===== src/core/gpc_cfg.svh =====
`ifndef GPC_CFG_SVH
`define GPC_CFG_SVH

// Register addresses on the core I/O port
`define GPC_ADDR_IN_LO 4'h0
`define GPC_ADDR_DIR_LO 4'h1
`define GPC_ADDR_OUT_LO 4'h2
`define GPC_ADDR_IN_HI 4'h3
`define GPC_ADDR_DIR_HI 4'h4
`define GPC_ADDR_OUT_HI 4'h5
`define GPC_ADDR_FLAGS 4'h6
`define GPC_ADDR_MASK_LO 4'h7
`define GPC_ADDR_MASK_HI 4'h8
`define GPC_ADDR_GROUP_EN 4'h9
`define GPC_ADDR_CORE_CTRL 4'ha

// Field positions
`define GPC_UPPER_BIT 1
`define GPC_LOWER_BIT 0
`define GPC_PUD_BIT 0

// Reset values
`define GPC_RST_BYTE 8'h00
`define GPC_RST_PINS 16'h0000
`define GPC_RST_GROUP 2'h0

`endif


===== src/core/unused_placeholder_none.sv =====
`timescale 1ns/1ns
`default_nettype none
`default_nettype wire


===== src/core/gpc_pkg.sv =====
package gpc_pkg;

    // One register byte
    typedef logic [7:0] gpc_byte_t;

    // Register address
    typedef logic [3:0] gpc_addr_t;

    // All sixteen pins, upper group in bits 15..8
    typedef logic [15:0] gpc_pins_t;

    // One bit for each pin-change group
    typedef logic [1:0] gpc_group_t;

endpackage


===== src/core/gpc_port.sv =====
`timescale 1ns/1ns
`default_nettype none
`include "gpc_cfg.svh"

module gpc_port
    import gpc_pkg::*;
(
    // Clock and reset
    input wire logic clk_i,
    input wire logic rst_i,

    // Core I/O access
    input wire gpc_addr_t io_addr_i,
    input wire logic io_wr_i,
    input wire gpc_byte_t io_wdata_i,
    input wire logic io_bit_set_i,
    input wire logic io_bit_clear_i,
    input wire logic [2:0] io_bit_sel_i,
    output gpc_byte_t io_rdata_o,

    // Core interrupt handshake
    input wire logic global_irq_enable_i,
    input wire gpc_group_t irq_ack_i,
    output gpc_group_t irq_o,

    // Port pins
    input wire gpc_pins_t pin_i,
    output gpc_pins_t pin_o,
    output gpc_pins_t pin_oe_o,
    output gpc_pins_t pin_pullup_o
);

    ////////////////////////////////////////////////////////////////////////////
    // State

    gpc_pins_t dir_reg;
    gpc_pins_t out_reg;
    gpc_pins_t sync1_reg;
    gpc_pins_t sync2_reg;
    gpc_pins_t prev_reg;
    gpc_byte_t mask_hi_reg;
    gpc_byte_t mask_lo_reg;
    gpc_group_t group_en_reg;
    gpc_group_t flag_reg;
    logic pud_reg;
    gpc_byte_t rdata_reg;
    gpc_group_t irq_reg;
    gpc_pins_t pin_reg;
    gpc_pins_t oe_reg;
    gpc_pins_t pullup_reg;

    ////////////////////////////////////////////////////////////////////////////
    // Address decode and read selection

    wire sel_in_lo = io_addr_i == `GPC_ADDR_IN_LO;
    wire sel_dir_lo = io_addr_i == `GPC_ADDR_DIR_LO;
    wire sel_out_lo = io_addr_i == `GPC_ADDR_OUT_LO;
    wire sel_in_hi = io_addr_i == `GPC_ADDR_IN_HI;
    wire sel_dir_hi = io_addr_i == `GPC_ADDR_DIR_HI;
    wire sel_out_hi = io_addr_i == `GPC_ADDR_OUT_HI;
    wire sel_flags = io_addr_i == `GPC_ADDR_FLAGS;
    wire sel_mask_lo = io_addr_i == `GPC_ADDR_MASK_LO;
    wire sel_mask_hi = io_addr_i == `GPC_ADDR_MASK_HI;
    wire sel_group = io_addr_i == `GPC_ADDR_GROUP_EN;
    wire sel_ctrl = io_addr_i == `GPC_ADDR_CORE_CTRL;

    // Input pin registers read the synchroniser output, never the pin
    wire gpc_byte_t rd_mux =
        sel_in_lo ? sync2_reg[7:0] :
        sel_dir_lo ? dir_reg[7:0] :
        sel_out_lo ? out_reg[7:0] :
        sel_in_hi ? sync2_reg[15:8] :
        sel_dir_hi ? dir_reg[15:8] :
        sel_out_hi ? out_reg[15:8] :
        sel_flags ? {6'h00, flag_reg} :
        sel_mask_lo ? mask_lo_reg :
        sel_mask_hi ? mask_hi_reg :
        sel_group ? {6'h00, group_en_reg} :
        sel_ctrl ? {7'h00, pud_reg} :
        8'h00;

    ////////////////////////////////////////////////////////////////////////////
    // Write data, with single-bit operations folded in
    // Toggle and write-one-to-clear registers must see only the addressed bit,
    // so a bit set there writes a lone one instead of read-modify-write.

    wire gpc_byte_t bit_onehot = 8'h01 << io_bit_sel_i;
    wire pulse_reg = sel_in_lo | sel_in_hi | sel_flags;
    wire wr_any = io_wr_i | io_bit_set_i | io_bit_clear_i;
    wire gpc_byte_t set_data = pulse_reg ? bit_onehot : (rd_mux | bit_onehot);
    wire gpc_byte_t clr_data = pulse_reg ? 8'h00 : (rd_mux & ~bit_onehot);
    wire gpc_byte_t wr_data = io_wr_i ? io_wdata_i : (io_bit_set_i ? set_data : clr_data);

    wire wr_in_lo = wr_any & sel_in_lo;
    wire wr_in_hi = wr_any & sel_in_hi;
    wire wr_dir_lo = wr_any & sel_dir_lo;
    wire wr_dir_hi = wr_any & sel_dir_hi;
    wire wr_out_lo = wr_any & sel_out_lo;
    wire wr_out_hi = wr_any & sel_out_hi;
    wire gpc_group_t flag_wr_clear = (wr_any & sel_flags) ? wr_data[1:0] : 2'h0;

    ////////////////////////////////////////////////////////////////////////////
    // Next values of direction and output value registers

    wire gpc_pins_t dir_next = {wr_dir_hi ? wr_data : dir_reg[15:8],
                                wr_dir_lo ? wr_data : dir_reg[7:0]};
    wire gpc_pins_t toggle = {wr_in_hi ? wr_data : 8'h00,
                              wr_in_lo ? wr_data : 8'h00};
    wire gpc_pins_t out_next = {wr_out_hi ? wr_data : out_reg[15:8],
                                wr_out_lo ? wr_data : out_reg[7:0]} ^ toggle;

    // Direction and output value registers
    always_ff @(posedge clk_i)
    begin
        if (rst_i)
        begin
            dir_reg <= `GPC_RST_PINS;
            out_reg <= `GPC_RST_PINS;
        end
        else
        begin
            dir_reg <= dir_next;
            out_reg <= out_next;
        end
    end

    // Control registers
    always_ff @(posedge clk_i)
    begin
        if (rst_i)
        begin
            mask_hi_reg <= `GPC_RST_BYTE;
            mask_lo_reg <= `GPC_RST_BYTE;
            group_en_reg <= `GPC_RST_GROUP;
            pud_reg <= 1'b0;
        end
        else if (wr_any)
        begin
            if (sel_mask_hi)
                mask_hi_reg <= wr_data;
            if (sel_mask_lo)
                mask_lo_reg <= wr_data;
            if (sel_group)
                group_en_reg <= wr_data[1:0];
            if (sel_ctrl)
                pud_reg <= wr_data[`GPC_PUD_BIT];
        end
    end

    ////////////////////////////////////////////////////////////////////////////
    // Input synchroniser
    // Two flip-flops stand in for the latch-plus-flop pair, so a pin edge is
    // seen one to two clocks later instead of one half to one and a half.

    always_ff @(posedge clk_i)
    begin
        if (rst_i)
        begin
            sync1_reg <= `GPC_RST_PINS;
            sync2_reg <= `GPC_RST_PINS;
            prev_reg <= `GPC_RST_PINS;
        end
        else
        begin
            sync1_reg <= pin_i;
            sync2_reg <= sync1_reg;
            prev_reg <= sync2_reg;
        end
    end

    ////////////////////////////////////////////////////////////////////////////
    // Change detection and sticky flags

    wire gpc_pins_t pin_change = sync2_reg ^ prev_reg;
    wire change_hi = group_en_reg[`GPC_UPPER_BIT] & |(pin_change[15:8] & mask_hi_reg);
    wire change_lo = group_en_reg[`GPC_LOWER_BIT] & |(pin_change[7:0] & mask_lo_reg);
    wire gpc_group_t flag_set = {change_hi, change_lo};
    wire gpc_group_t flag_clear = flag_wr_clear | irq_ack_i;
    // A new change in the clearing cycle wins so no event is lost
    wire gpc_group_t flag_next = flag_set | (flag_reg & ~flag_clear);

    // Interrupt request, held off while an ack is clearing the flag
    wire gpc_group_t irq_next = flag_next & group_en_reg & {2{global_irq_enable_i}};

    always_ff @(posedge clk_i)
    begin
        if (rst_i)
        begin
            flag_reg <= `GPC_RST_GROUP;
            irq_reg <= `GPC_RST_GROUP;
            rdata_reg <= `GPC_RST_BYTE;
        end
        else
        begin
            flag_reg <= flag_next;
            irq_reg <= irq_next;
            rdata_reg <= rd_mux;
        end
    end

    ////////////////////////////////////////////////////////////////////////////
    // Pin drivers, per pin so no pin's setting disturbs another

    wire gpc_pins_t pullup_next = ~dir_reg & out_reg & {16{~pud_reg}};

    always_ff @(posedge clk_i)
    begin
        if (rst_i)
        begin
            pin_reg <= `GPC_RST_PINS;
            pullup_reg <= `GPC_RST_PINS;
        end
        else
        begin
            pin_reg <= out_reg;
            pullup_reg <= pullup_next;
        end
    end

    // Output enables fall with reset alone, even with the clock stopped
    always_ff @(posedge clk_i or posedge rst_i)
    begin
        if (rst_i)
            oe_reg <= `GPC_RST_PINS;
        else
            oe_reg <= dir_reg;
    end

    assign io_rdata_o = rdata_reg;
    assign irq_o = irq_reg;
    assign pin_o = pin_reg;
    assign pin_oe_o = oe_reg;
    assign pin_pullup_o = pullup_reg;

    ////////////////////////////////////////////////////////////////////////////
    // Checks

    flag_upper_set_a: assert property (
        @(posedge clk_i) disable iff (rst_i)
        (group_en_reg[1] && |((sync2_reg[15:8] ^ prev_reg[15:8]) & mask_hi_reg)) |=> flag_reg[1])
        else $error("upper change flag not set after unmasked change");

    flag_lower_set_a: assert property (
        @(posedge clk_i) disable iff (rst_i)
        (group_en_reg[0] && |((sync2_reg[7:0] ^ prev_reg[7:0]) & mask_lo_reg)) |=> flag_reg[0])
        else $error("lower change flag not set after unmasked change");

    irq_gate_a: assert property (
        @(posedge clk_i) disable iff (rst_i)
        (!global_irq_enable_i || !group_en_reg[1] || !flag_next[1]) |=> !irq_o[1])
        else $error("upper interrupt raised without enables and flag");

    ack_clear_a: assert property (
        @(posedge clk_i) disable iff (rst_i)
        (irq_ack_i[1] && !change_hi) |=> !flag_reg[1] && !irq_o[1])
        else $error("upper flag survived handler entry");

    ack_lower_a: assert property (
        @(posedge clk_i) disable iff (rst_i)
        (irq_ack_i[0] && !change_lo) |=> !flag_reg[0] && !irq_o[0])
        else $error("lower flag survived handler entry");

    flag_w1c_a: assert property (
        @(posedge clk_i) disable iff (rst_i)
        (io_wr_i && sel_flags && !io_wdata_i[0] && !irq_ack_i[0]) |=> $stable(flag_reg[0]) || flag_reg[0])
        else $error("writing zero cleared the lower flag");

    flag_reserved_a: assert property (
        @(posedge clk_i) disable iff (rst_i)
        sel_flags |=> io_rdata_o[7:2] == 6'h00)
        else $error("reserved flag bits read nonzero");

    mask_block_a: assert property (
        @(posedge clk_i) disable iff (rst_i)
        (!flag_reg[1] && (!group_en_reg[1] || (pin_change[15:8] & mask_hi_reg) == 8'h00)) |=> !flag_reg[1])
        else $error("upper flag set by a masked or disabled pin");

    mask_lower_a: assert property (
        @(posedge clk_i) disable iff (rst_i)
        (!flag_reg[0] && (!group_en_reg[0] || (pin_change[7:0] & mask_lo_reg) == 8'h00)) |=> !flag_reg[0])
        else $error("lower flag set by a masked or disabled pin");

    toggle_out_a: assert property (
        @(posedge clk_i) disable iff (rst_i)
        (io_wr_i && sel_in_lo) |=> out_reg[7:0] == ($past(out_reg[7:0]) ^ $past(io_wdata_i)))
        else $error("input pin write did not toggle output value");

    toggle_hi_a: assert property (
        @(posedge clk_i) disable iff (rst_i)
        (io_bit_set_i && !io_wr_i && sel_in_hi) |=>
            out_reg[15:8] == ($past(out_reg[15:8]) ^ $past(bit_onehot)))
        else $error("input pin bit set did not toggle one output bit");

    bit_op_a: assert property (
        @(posedge clk_i) disable iff (rst_i)
        (io_bit_set_i && !io_wr_i && sel_dir_hi) |=>
            dir_reg[15:8] == ($past(dir_reg[15:8]) | $past(bit_onehot)))
        else $error("bit set disturbed other direction bits");

    pullup_off_a: assert property (
        @(posedge clk_i) disable iff (rst_i)
        pud_reg |=> pin_pullup_o == 16'h0000)
        else $error("pull-up on while globally disabled");

    pullup_on_a: assert property (
        @(posedge clk_i) disable iff (rst_i)
        1'b1 |=> pin_pullup_o == ($past(out_reg) & ~$past(dir_reg) & {16{!$past(pud_reg)}}))
        else $error("pull-up does not follow input pins with output value one");

    oe_follow_a: assert property (
        @(posedge clk_i) disable iff (rst_i)
        1'b1 |=> pin_oe_o == $past(dir_reg))
        else $error("output enables do not follow the direction bits");

    sync_delay_a: assert property (
        @(posedge clk_i) disable iff (rst_i)
        1'b1 |=> ##1 sync2_reg == $past(pin_i, 2))
        else $error("synchronised pin value does not lag the pin by two clocks");

    drive_dir_a: assert property (
        @(posedge clk_i) disable iff (rst_i)
        $rose(dir_reg[0]) |=> pin_oe_o[0] && pin_o[0] == $past(out_reg[0]))
        else $error("output pin not driving its value");

    reset_tristate_a: assert property (
        @(posedge clk_i) $fell(rst_i) |-> pin_oe_o == 16'h0000)
        else $error("pins driven at reset release");

endmodule

`default_nettype wire


===== config.mk =====
export PLATFORM = sky130hd
export DESIGN_NAME = gpc_port
export DESIGN_NICKNAME = d
export VERILOG_FILES = /design/src/core/unused_placeholder_none.sv /design/src/core/gpc_pkg.sv /design/src/core/gpc_port.sv
export VERILOG_INCLUDE_DIRS = /design/src /design/src/core
export SDC_FILE = /design/constraint.sdc
export NUM_CORES = 1
export LEC_CHECK = 0
export ABC_AREA = 1
export BUFFER_PORTS_ARGS = -buffer_cell sky130_fd_sc_hd__buf_4
export CAP_MARGIN = 25
export CORE_MARGIN = 5
export CORE_UTILIZATION = 47
export DETAILED_ROUTE_END_ITERATION = 12
export HOLD_SLACK_MARGIN = 0.03
export MAX_ROUTING_LAYER = met4
export PLACE_DENSITY_LB_ADDON = 0.12
export SLEW_MARGIN = 40
export SYNTH_ARGS = -nofsm -noshare
export SYNTH_HDL_FRONTEND = slang
export SYNTH_SLANG_ARGS = --single-unit
export TNS_END_PERCENT = 20

===== constraint.sdc =====
create_clock -name clk_i -period 3 [get_ports clk_i]
set_clock_uncertainty 0.05 [all_clocks]
set_input_delay 0.6 -clock clk_i [delete_from_list [all_inputs] [get_ports clk_i]]
set_output_delay 0.6 -clock clk_i [all_outputs]
set_load 0.05 [all_outputs]

# Word-level counts from Yosys, hierarchy flattened
# Index checks and enable logic that the tools add are counted.
dict set report word_totals {
  regBits 159
  latch_bits 0
  ram_bits 0
  romBits 0
  output_inout_bits 58
  memories 0
}
dict set report op_classes {
  addsub 0
  n_mul 0
  div 0
  order_cmp 0
  n_eq_ne 10
  shifts 1
  mux 20
  bitwise 30
  reduce_logical 7
}
# operator n
set ops {}
lappend ops {{$mux W8} 17}
lappend ops {{$and A16 B16 Y16} 2}
lappend ops {{$xor A16 B16 Y16} 2}
lappend ops {{$and A8 B8 Y8} 3}
lappend ops {{$eq A4 B3 Y1 const B} 4}
lappend ops {{$not A16 Y16} 1}
lappend ops {{$reduce_or A8 Y1} 2}
lappend ops {{$eq A4 B4 Y1 const B} 3}
lappend ops {{$and A1 B1 Y1} 9}
lappend ops {{$eq A4 B2 Y1 const B} 2}
lappend ops {{$not A8 Y8} 1}
lappend ops {{$or A8 B8 Y8} 1}
lappend ops {{$reduce_and A2 Y1} 4}
lappend ops {{$shl A1 B3 Y8 const A} 1}
lappend ops {{$and A2 B2 Y2} 3}
lappend ops {{$eq A4 B1 Y1 const B} 1}
lappend ops {{$logic_not A4 Y1} 1}
lappend ops {{$mux W2} 2}
lappend ops {{$or A1 B1 Y1} 4}
lappend ops {{$or A2 B2 Y2} 2}
lappend ops {{$not A2 Y2} 1}
lappend ops {{$mux W1} 1}
lappend ops {{$not A1 Y1} 1}

# Depth between registers and ports, before layout
dict set report depth {
  ltp_word 23
  ltp_mapped 17
  depth_no_buf 17
}

# Worst setup path before layout
# No wires, ideal clock.
dict set report synth_path {
  path_kind {input port to flip-flop}
  from {in io_addr_i[1]}
  to {reg out_reg[9]}
  setup_ps 114
  arrival_ps 1806
  required_time_ps 2836
  setup_slack_ps 1030
  path_stages 12
  n_path_buf 0
  path_cell_list {nor2_1 > inv_2 > nor2_4 > inv_2 > nand3_1 > nor2_1 > nand2_1 > nand2_1 > nand2_2 > nand2_1 > a21oi_1 > nor2_1}
}
dict set report synth_via {
  elab_chain_cells 17
  elab_cells_between_ends 33
  classes_between {9 x eq/ne; 16 x mux; 7 x bitwise; 1 x reduce/logical}
}
# element line
set synth_rtl {}
lappend synth_rtl {{start, declared} gpc_port.sv:13} ;# input wire gpc_addr_t io_addr_i,
lappend synth_rtl {{$eq A4 B4 Y1 (no line)} n/a}
lappend synth_rtl {{$mux W2} gpc_port.sv:78} ;# sel_group ? {6'h00, group_en_reg} :
lappend synth_rtl {{$mux W8} gpc_port.sv:77} ;# sel_mask_hi ? mask_hi_reg :
lappend synth_rtl {{$mux W8} gpc_port.sv:76} ;# sel_mask_lo ? mask_lo_reg :
lappend synth_rtl {{$mux W8} gpc_port.sv:75} ;# sel_flags ? {6'h00, flag_reg} :
lappend synth_rtl {{$mux W8} gpc_port.sv:74} ;# sel_out_hi ? out_reg[15:8] :
lappend synth_rtl {{$mux W8} gpc_port.sv:73} ;# sel_dir_hi ? dir_reg[15:8] :
lappend synth_rtl {{$mux W8} gpc_port.sv:72} ;# sel_in_hi ? sync2_reg[15:8] :
lappend synth_rtl {{$mux W8} gpc_port.sv:71} ;# sel_out_lo ? out_reg[7:0] :
lappend synth_rtl {{$mux W8} gpc_port.sv:70} ;# sel_dir_lo ? dir_reg[7:0] :
lappend synth_rtl {{$mux W8} gpc_port.sv:69} ;# sel_in_lo ? sync2_reg[7:0] :
lappend synth_rtl {{$and A8 B8 Y8 or $or A8 B8 Y8 (tied branches)} {gpc_port.sv:91, gpc_port.sv:90}}
lappend synth_rtl {{$mux W8 (on tied branches)} {gpc_port.sv:91, gpc_port.sv:90}}
lappend synth_rtl {{$mux W8 (2 in series)} gpc_port.sv:92} ;# wire gpc_byte_t wr_data = io_wr_i ? io_wdata_i : (io_bit_set_i ? set_data : clr_data);
lappend synth_rtl {{$mux W8 (on tied branches)} {gpc_port.sv:109, gpc_port.sv:107}}
lappend synth_rtl {{$xor A16 B16 Y16 *} gpc_port.sv:110} ;# wr_out_lo ? wr_data : out_reg[7:0]} ^ toggle;
lappend synth_rtl {{end signal, assigned} gpc_port.sv:118} ;# out_reg <= `GPC_RST_PINS;
lappend synth_rtl {{end signal, assigned} gpc_port.sv:123} ;# out_reg <= out_next;
lappend synth_rtl {{end, declared} gpc_port.sv:37} ;# gpc_pins_t out_reg;
# Mark *: on every way between the ends. The rest lies on a longest branch, timed or not.
# A chain may end at the register's enable or synchronous reset.

# Worst setup path in the final report
dict set report layout_path {
  from {in io_addr_i[0]}
  to {reg out_reg[12]}
}
dict set report layout_via {
  elab_chain_cells 16
  elab_cells_between_ends 31
  classes_between {8 x eq/ne; 15 x mux; 7 x bitwise; 1 x reduce/logical}
}
# element line
set layout_rtl {}
lappend layout_rtl {{$eq A4 B4 Y1 (no line)} n/a}
lappend layout_rtl {{$mux W8} gpc_port.sv:77}
lappend layout_rtl {{$mux W8} gpc_port.sv:76}
lappend layout_rtl {{$mux W8} gpc_port.sv:75}
lappend layout_rtl {{$mux W8} gpc_port.sv:74}
lappend layout_rtl {{$mux W8} gpc_port.sv:73}
lappend layout_rtl {{$mux W8} gpc_port.sv:72}
lappend layout_rtl {{$mux W8} gpc_port.sv:71}
lappend layout_rtl {{$mux W8} gpc_port.sv:70}
lappend layout_rtl {{$mux W8} gpc_port.sv:69}
lappend layout_rtl {{$and A8 B8 Y8 or $or A8 B8 Y8 (tied branches)} {gpc_port.sv:91, gpc_port.sv:90}}
lappend layout_rtl {{$mux W8 (on tied branches)} {gpc_port.sv:91, gpc_port.sv:90}}
lappend layout_rtl {{$mux W8 (2 in series)} gpc_port.sv:92}
lappend layout_rtl {{$mux W8 (on tied branches)} {gpc_port.sv:109, gpc_port.sv:107}}
lappend layout_rtl {{$xor A16 B16 Y16 *} gpc_port.sv:110}
# Marked as above.

==> impl_results.md <==
- Setup tns final: 0 ns
- Path type of the worst min-delay path: in -> reg
- Gr usage total: 23.2%
- Footprint of the multi-input gates: 2390 µm²
- Most used cell along the critical path: nand2_1
- Port bufs: 96
- Most frequent cells in the layout: 149 x nand2_1, 143 x dfxtp_1, 134 x nor2_1, 104 x buf_4, 101 x inv_1
- I/O pin count: 97
- Die area: roughly 16,000 µm²
- Rel. slew slack: around 52%
- Overall Power: 4.73 mW
- Congestion Overflow GR: 0
- Initial Util: between 40 and 50%
- TritonCTS clock tree: done
- Startpoint types: input pin
- Leakage power: between 3 and 4 nW
- Crit-path max FO: 7
- Clk sinks: approximately 160
- CTS Hold Buffers Added: 0
- Final hold vios: 0
- Filler cell count: about 1,200
- Vias per cell: about 5
- Proportion of layout cells with a drive suffix above 1: a little under a fifth
- FF+latch count, synth: around 160
- CTS root buffer: clkbuf_16
- # resized after CTS: 0
- Largest net degree at the start of global routing: a little under 90
- Worst-path clk slew: about 0.06 ns
- Synthesized Nets: between 800 and 900
- Routed length per placed instance: ~16 µm
- Final setup vio count: 0
- Clock buffer count from CTS: 17
- Post CTS Setup Buffer Count: 0
- Max Transition Viols Final: 0
- Critical path type: in -> reg
- Worst Path Buf+Inv: 2
- Largest cells by area after synthesis: dfxtp_1 46%, nand2_1 9.1%, nor2_1 8.2%
- Critical Path RT: between 3 and 4 ns
- Post-Syn Area: approximately 6000 µm²
- Cells after synthesis: 816
- Clk Latency, worst-skew pair: 0.43 ns
- FP Rows: just over 40
- Initial antenna violation count: 0
- Distinct cells, synth: 31
- DR iter-0 viols: between 300 and 400
- Area Overhead vs Synth: 23.6%
- Synth warn: 0
- H-tree depth: 4
- Crit path DAT: around 2.4 ns
- Top-area cell type share of the netlist area: a little under half
- Largest stage delay, worst path: 0.21 ns
- Max Cap Viol: 0
- Register Area: 3260 µm²
- CP top delay family: simple AND/OR/NAND/NOR gates
- Fmax: between 400 and 500 MHz
- RSZ-0062 raised after global routing: no
- Routability cong.: ~1
- Fin crit period: between 2 and 2.5 ns
- Die W: ~120 µm
- Bufs on Longest Clock Path: 2
- Most common cell after layout, fill and taps aside: nand2_1
- Peak supply drop: between 0.0003 and 0.0004 V
- Slew @ Worst Pin: approximately 0.73 ns
- CP endpoint kind: register
- # diodes: 0
- Number of global-route vias before repair: 5,152
- DRT Wirelength: 17,700 µm
- Post-Syn Area per Cell: around 7.6 µm²
- Residual DRC count: 0
- CP max stage cell: nor2_1
- Final antenna-violating net count: 0
- TritonRoute pass-1 iters: 5
- Yosys top cell by area: dfxtp_1
- Nets@finish: 952
- DR vias: approximately 5,600
- Final worst path period share: 72.0%
- Outcome: completed
- Cell Chain, Critical Path: buf_4, nand2_1, inv_1, nand2_1, o21ai_0, o22ai_1, nand3_1, nor2_1, nand2_1, nand2_1, nand2_1, nand2_2, nand2_1, a21oi_1, nor2_1
- Power Density: between 600 and 700 nW/µm²
- Post-DP HPWL: roughly 13,000 µm
- Area of the core: approximately 13,000 µm²
- Seq/Total Area, Yosys: about 53%
- Die H: 125 µm
- Wire length of the first global-routing pass: roughly 27,000 µm
==> report_power, final <==
group          switching (mW)  internal, mW  total, mW
combinational           0.304         0.138      0.442
clock                   0.836          1.22       2.05
sequential             0.0488          2.19       2.24
total                    1.19          3.54       4.73
==> cells in the mapped netlist <==
library cell,count
or2_1,1
o41ai_1,2
nand2_2,11
buf_2,7
nand2_4,2
inv_2,7
nor2_4,5
nor2_2,3
nor2_1,135
o2111ai_1,1
nand3b_1,1
or2_0,1
o21ai_0,52
or2_2,10
inv_1,102
nor4_1,17
o22ai_1,3
o21ai_1,3
nand4_1,9
clkbuf_1,14
o21a_1,1
buf_1,6
dfrtp_1,16
dfxtp_1,143
o211ai_1,1
a21oi_1,70
nand2_1,149
xnor2_1,2
nor3_1,11
inv_4,1
nand3_1,30
==> per-stage QoR <==
step / utilization [%] / hold WS (ns) / cells / worst slack [ns] / instance area (µm²)
6_report: 59.8 / 0.324 / 1098 / 0.840 / 7630
5_1_grt: 59.8 / 0.315 / 1098 / 0.660 / 7630
4_1_cts: 59.7 / 0.317 / 1098 / 0.887 / 7630
3_5_place_dp: 55.3 / 0.343 / 1066 / 0.438 / 7070
3_3_place_gp: 55.3 / 0.340 / 1066 / 0.473 / 7070
2_1_floorplan: - / 0.300 / 816 / 1.03 / 6170
==> kinds of logic after synthesis <==
logic type	count (synthesis)	share of synthesized area [%]
buffers and inverters	137	8.51
and+or+nand+nor	385	27.3
xor gates and xnor gates	2	0.284
AOI/OAI and AO/OA	133	11.1
DFF	159	52.8
==> path summary, 6_finish.rpt <==
kind / start / end / slack (ns) / depth (start not counted)
worst min-delay path: pin_i[11] / sync1_reg[11] / 0.32 / 3
worst max register to register: out_reg[12] / out_reg[12] / 1.05 / 12
min in group asynchronous: rst_i / pin_oe_o[1] / 0.35 / 3
worst min register to register: dir_reg[15] / pin_oe_o[15] / 0.35 / 0
worst max-delay path: io_addr_i[0] / out_reg[12] / 0.84 / 15
max in group asynchronous: rst_i / pin_oe_o[10] / 2.07 / 3
==> cell type report <==
class	count	share of cell area [%]
flip-flops and latches	159	42.8
multi-input cells	520	31.3
repair buffers	105	10.4
clock buffers	20	5.72
inverters	110	5.44
well taps	172	2.82
clock inverters	12	1.59
==> metal layers <==
| metal | GRT usage (%) | vias up | routed length [µm] | share of wire, % |
|---|---|---|---|---|
| met5 | - | - | 0 | 0 |
| met4 | 10.6 | 0 | 684 | 3.9 |
| met3 | 5.70 | 40 | 1440 | 8.2 |
| met2 | 34.1 | 259 | 7750 | 44 |
| met1 | 30.3 | 2516 | 7830 | 44 |
| li1 | - | 2781 | - | - |
==> worst min-delay path, delay by kind of cell <==
family | cells | cell delay, ns
buffers and inverters | 2 | 0.11
AND/OR/NAND/NOR | 1 | 0.06
Power figures use the tool's default switching activity.
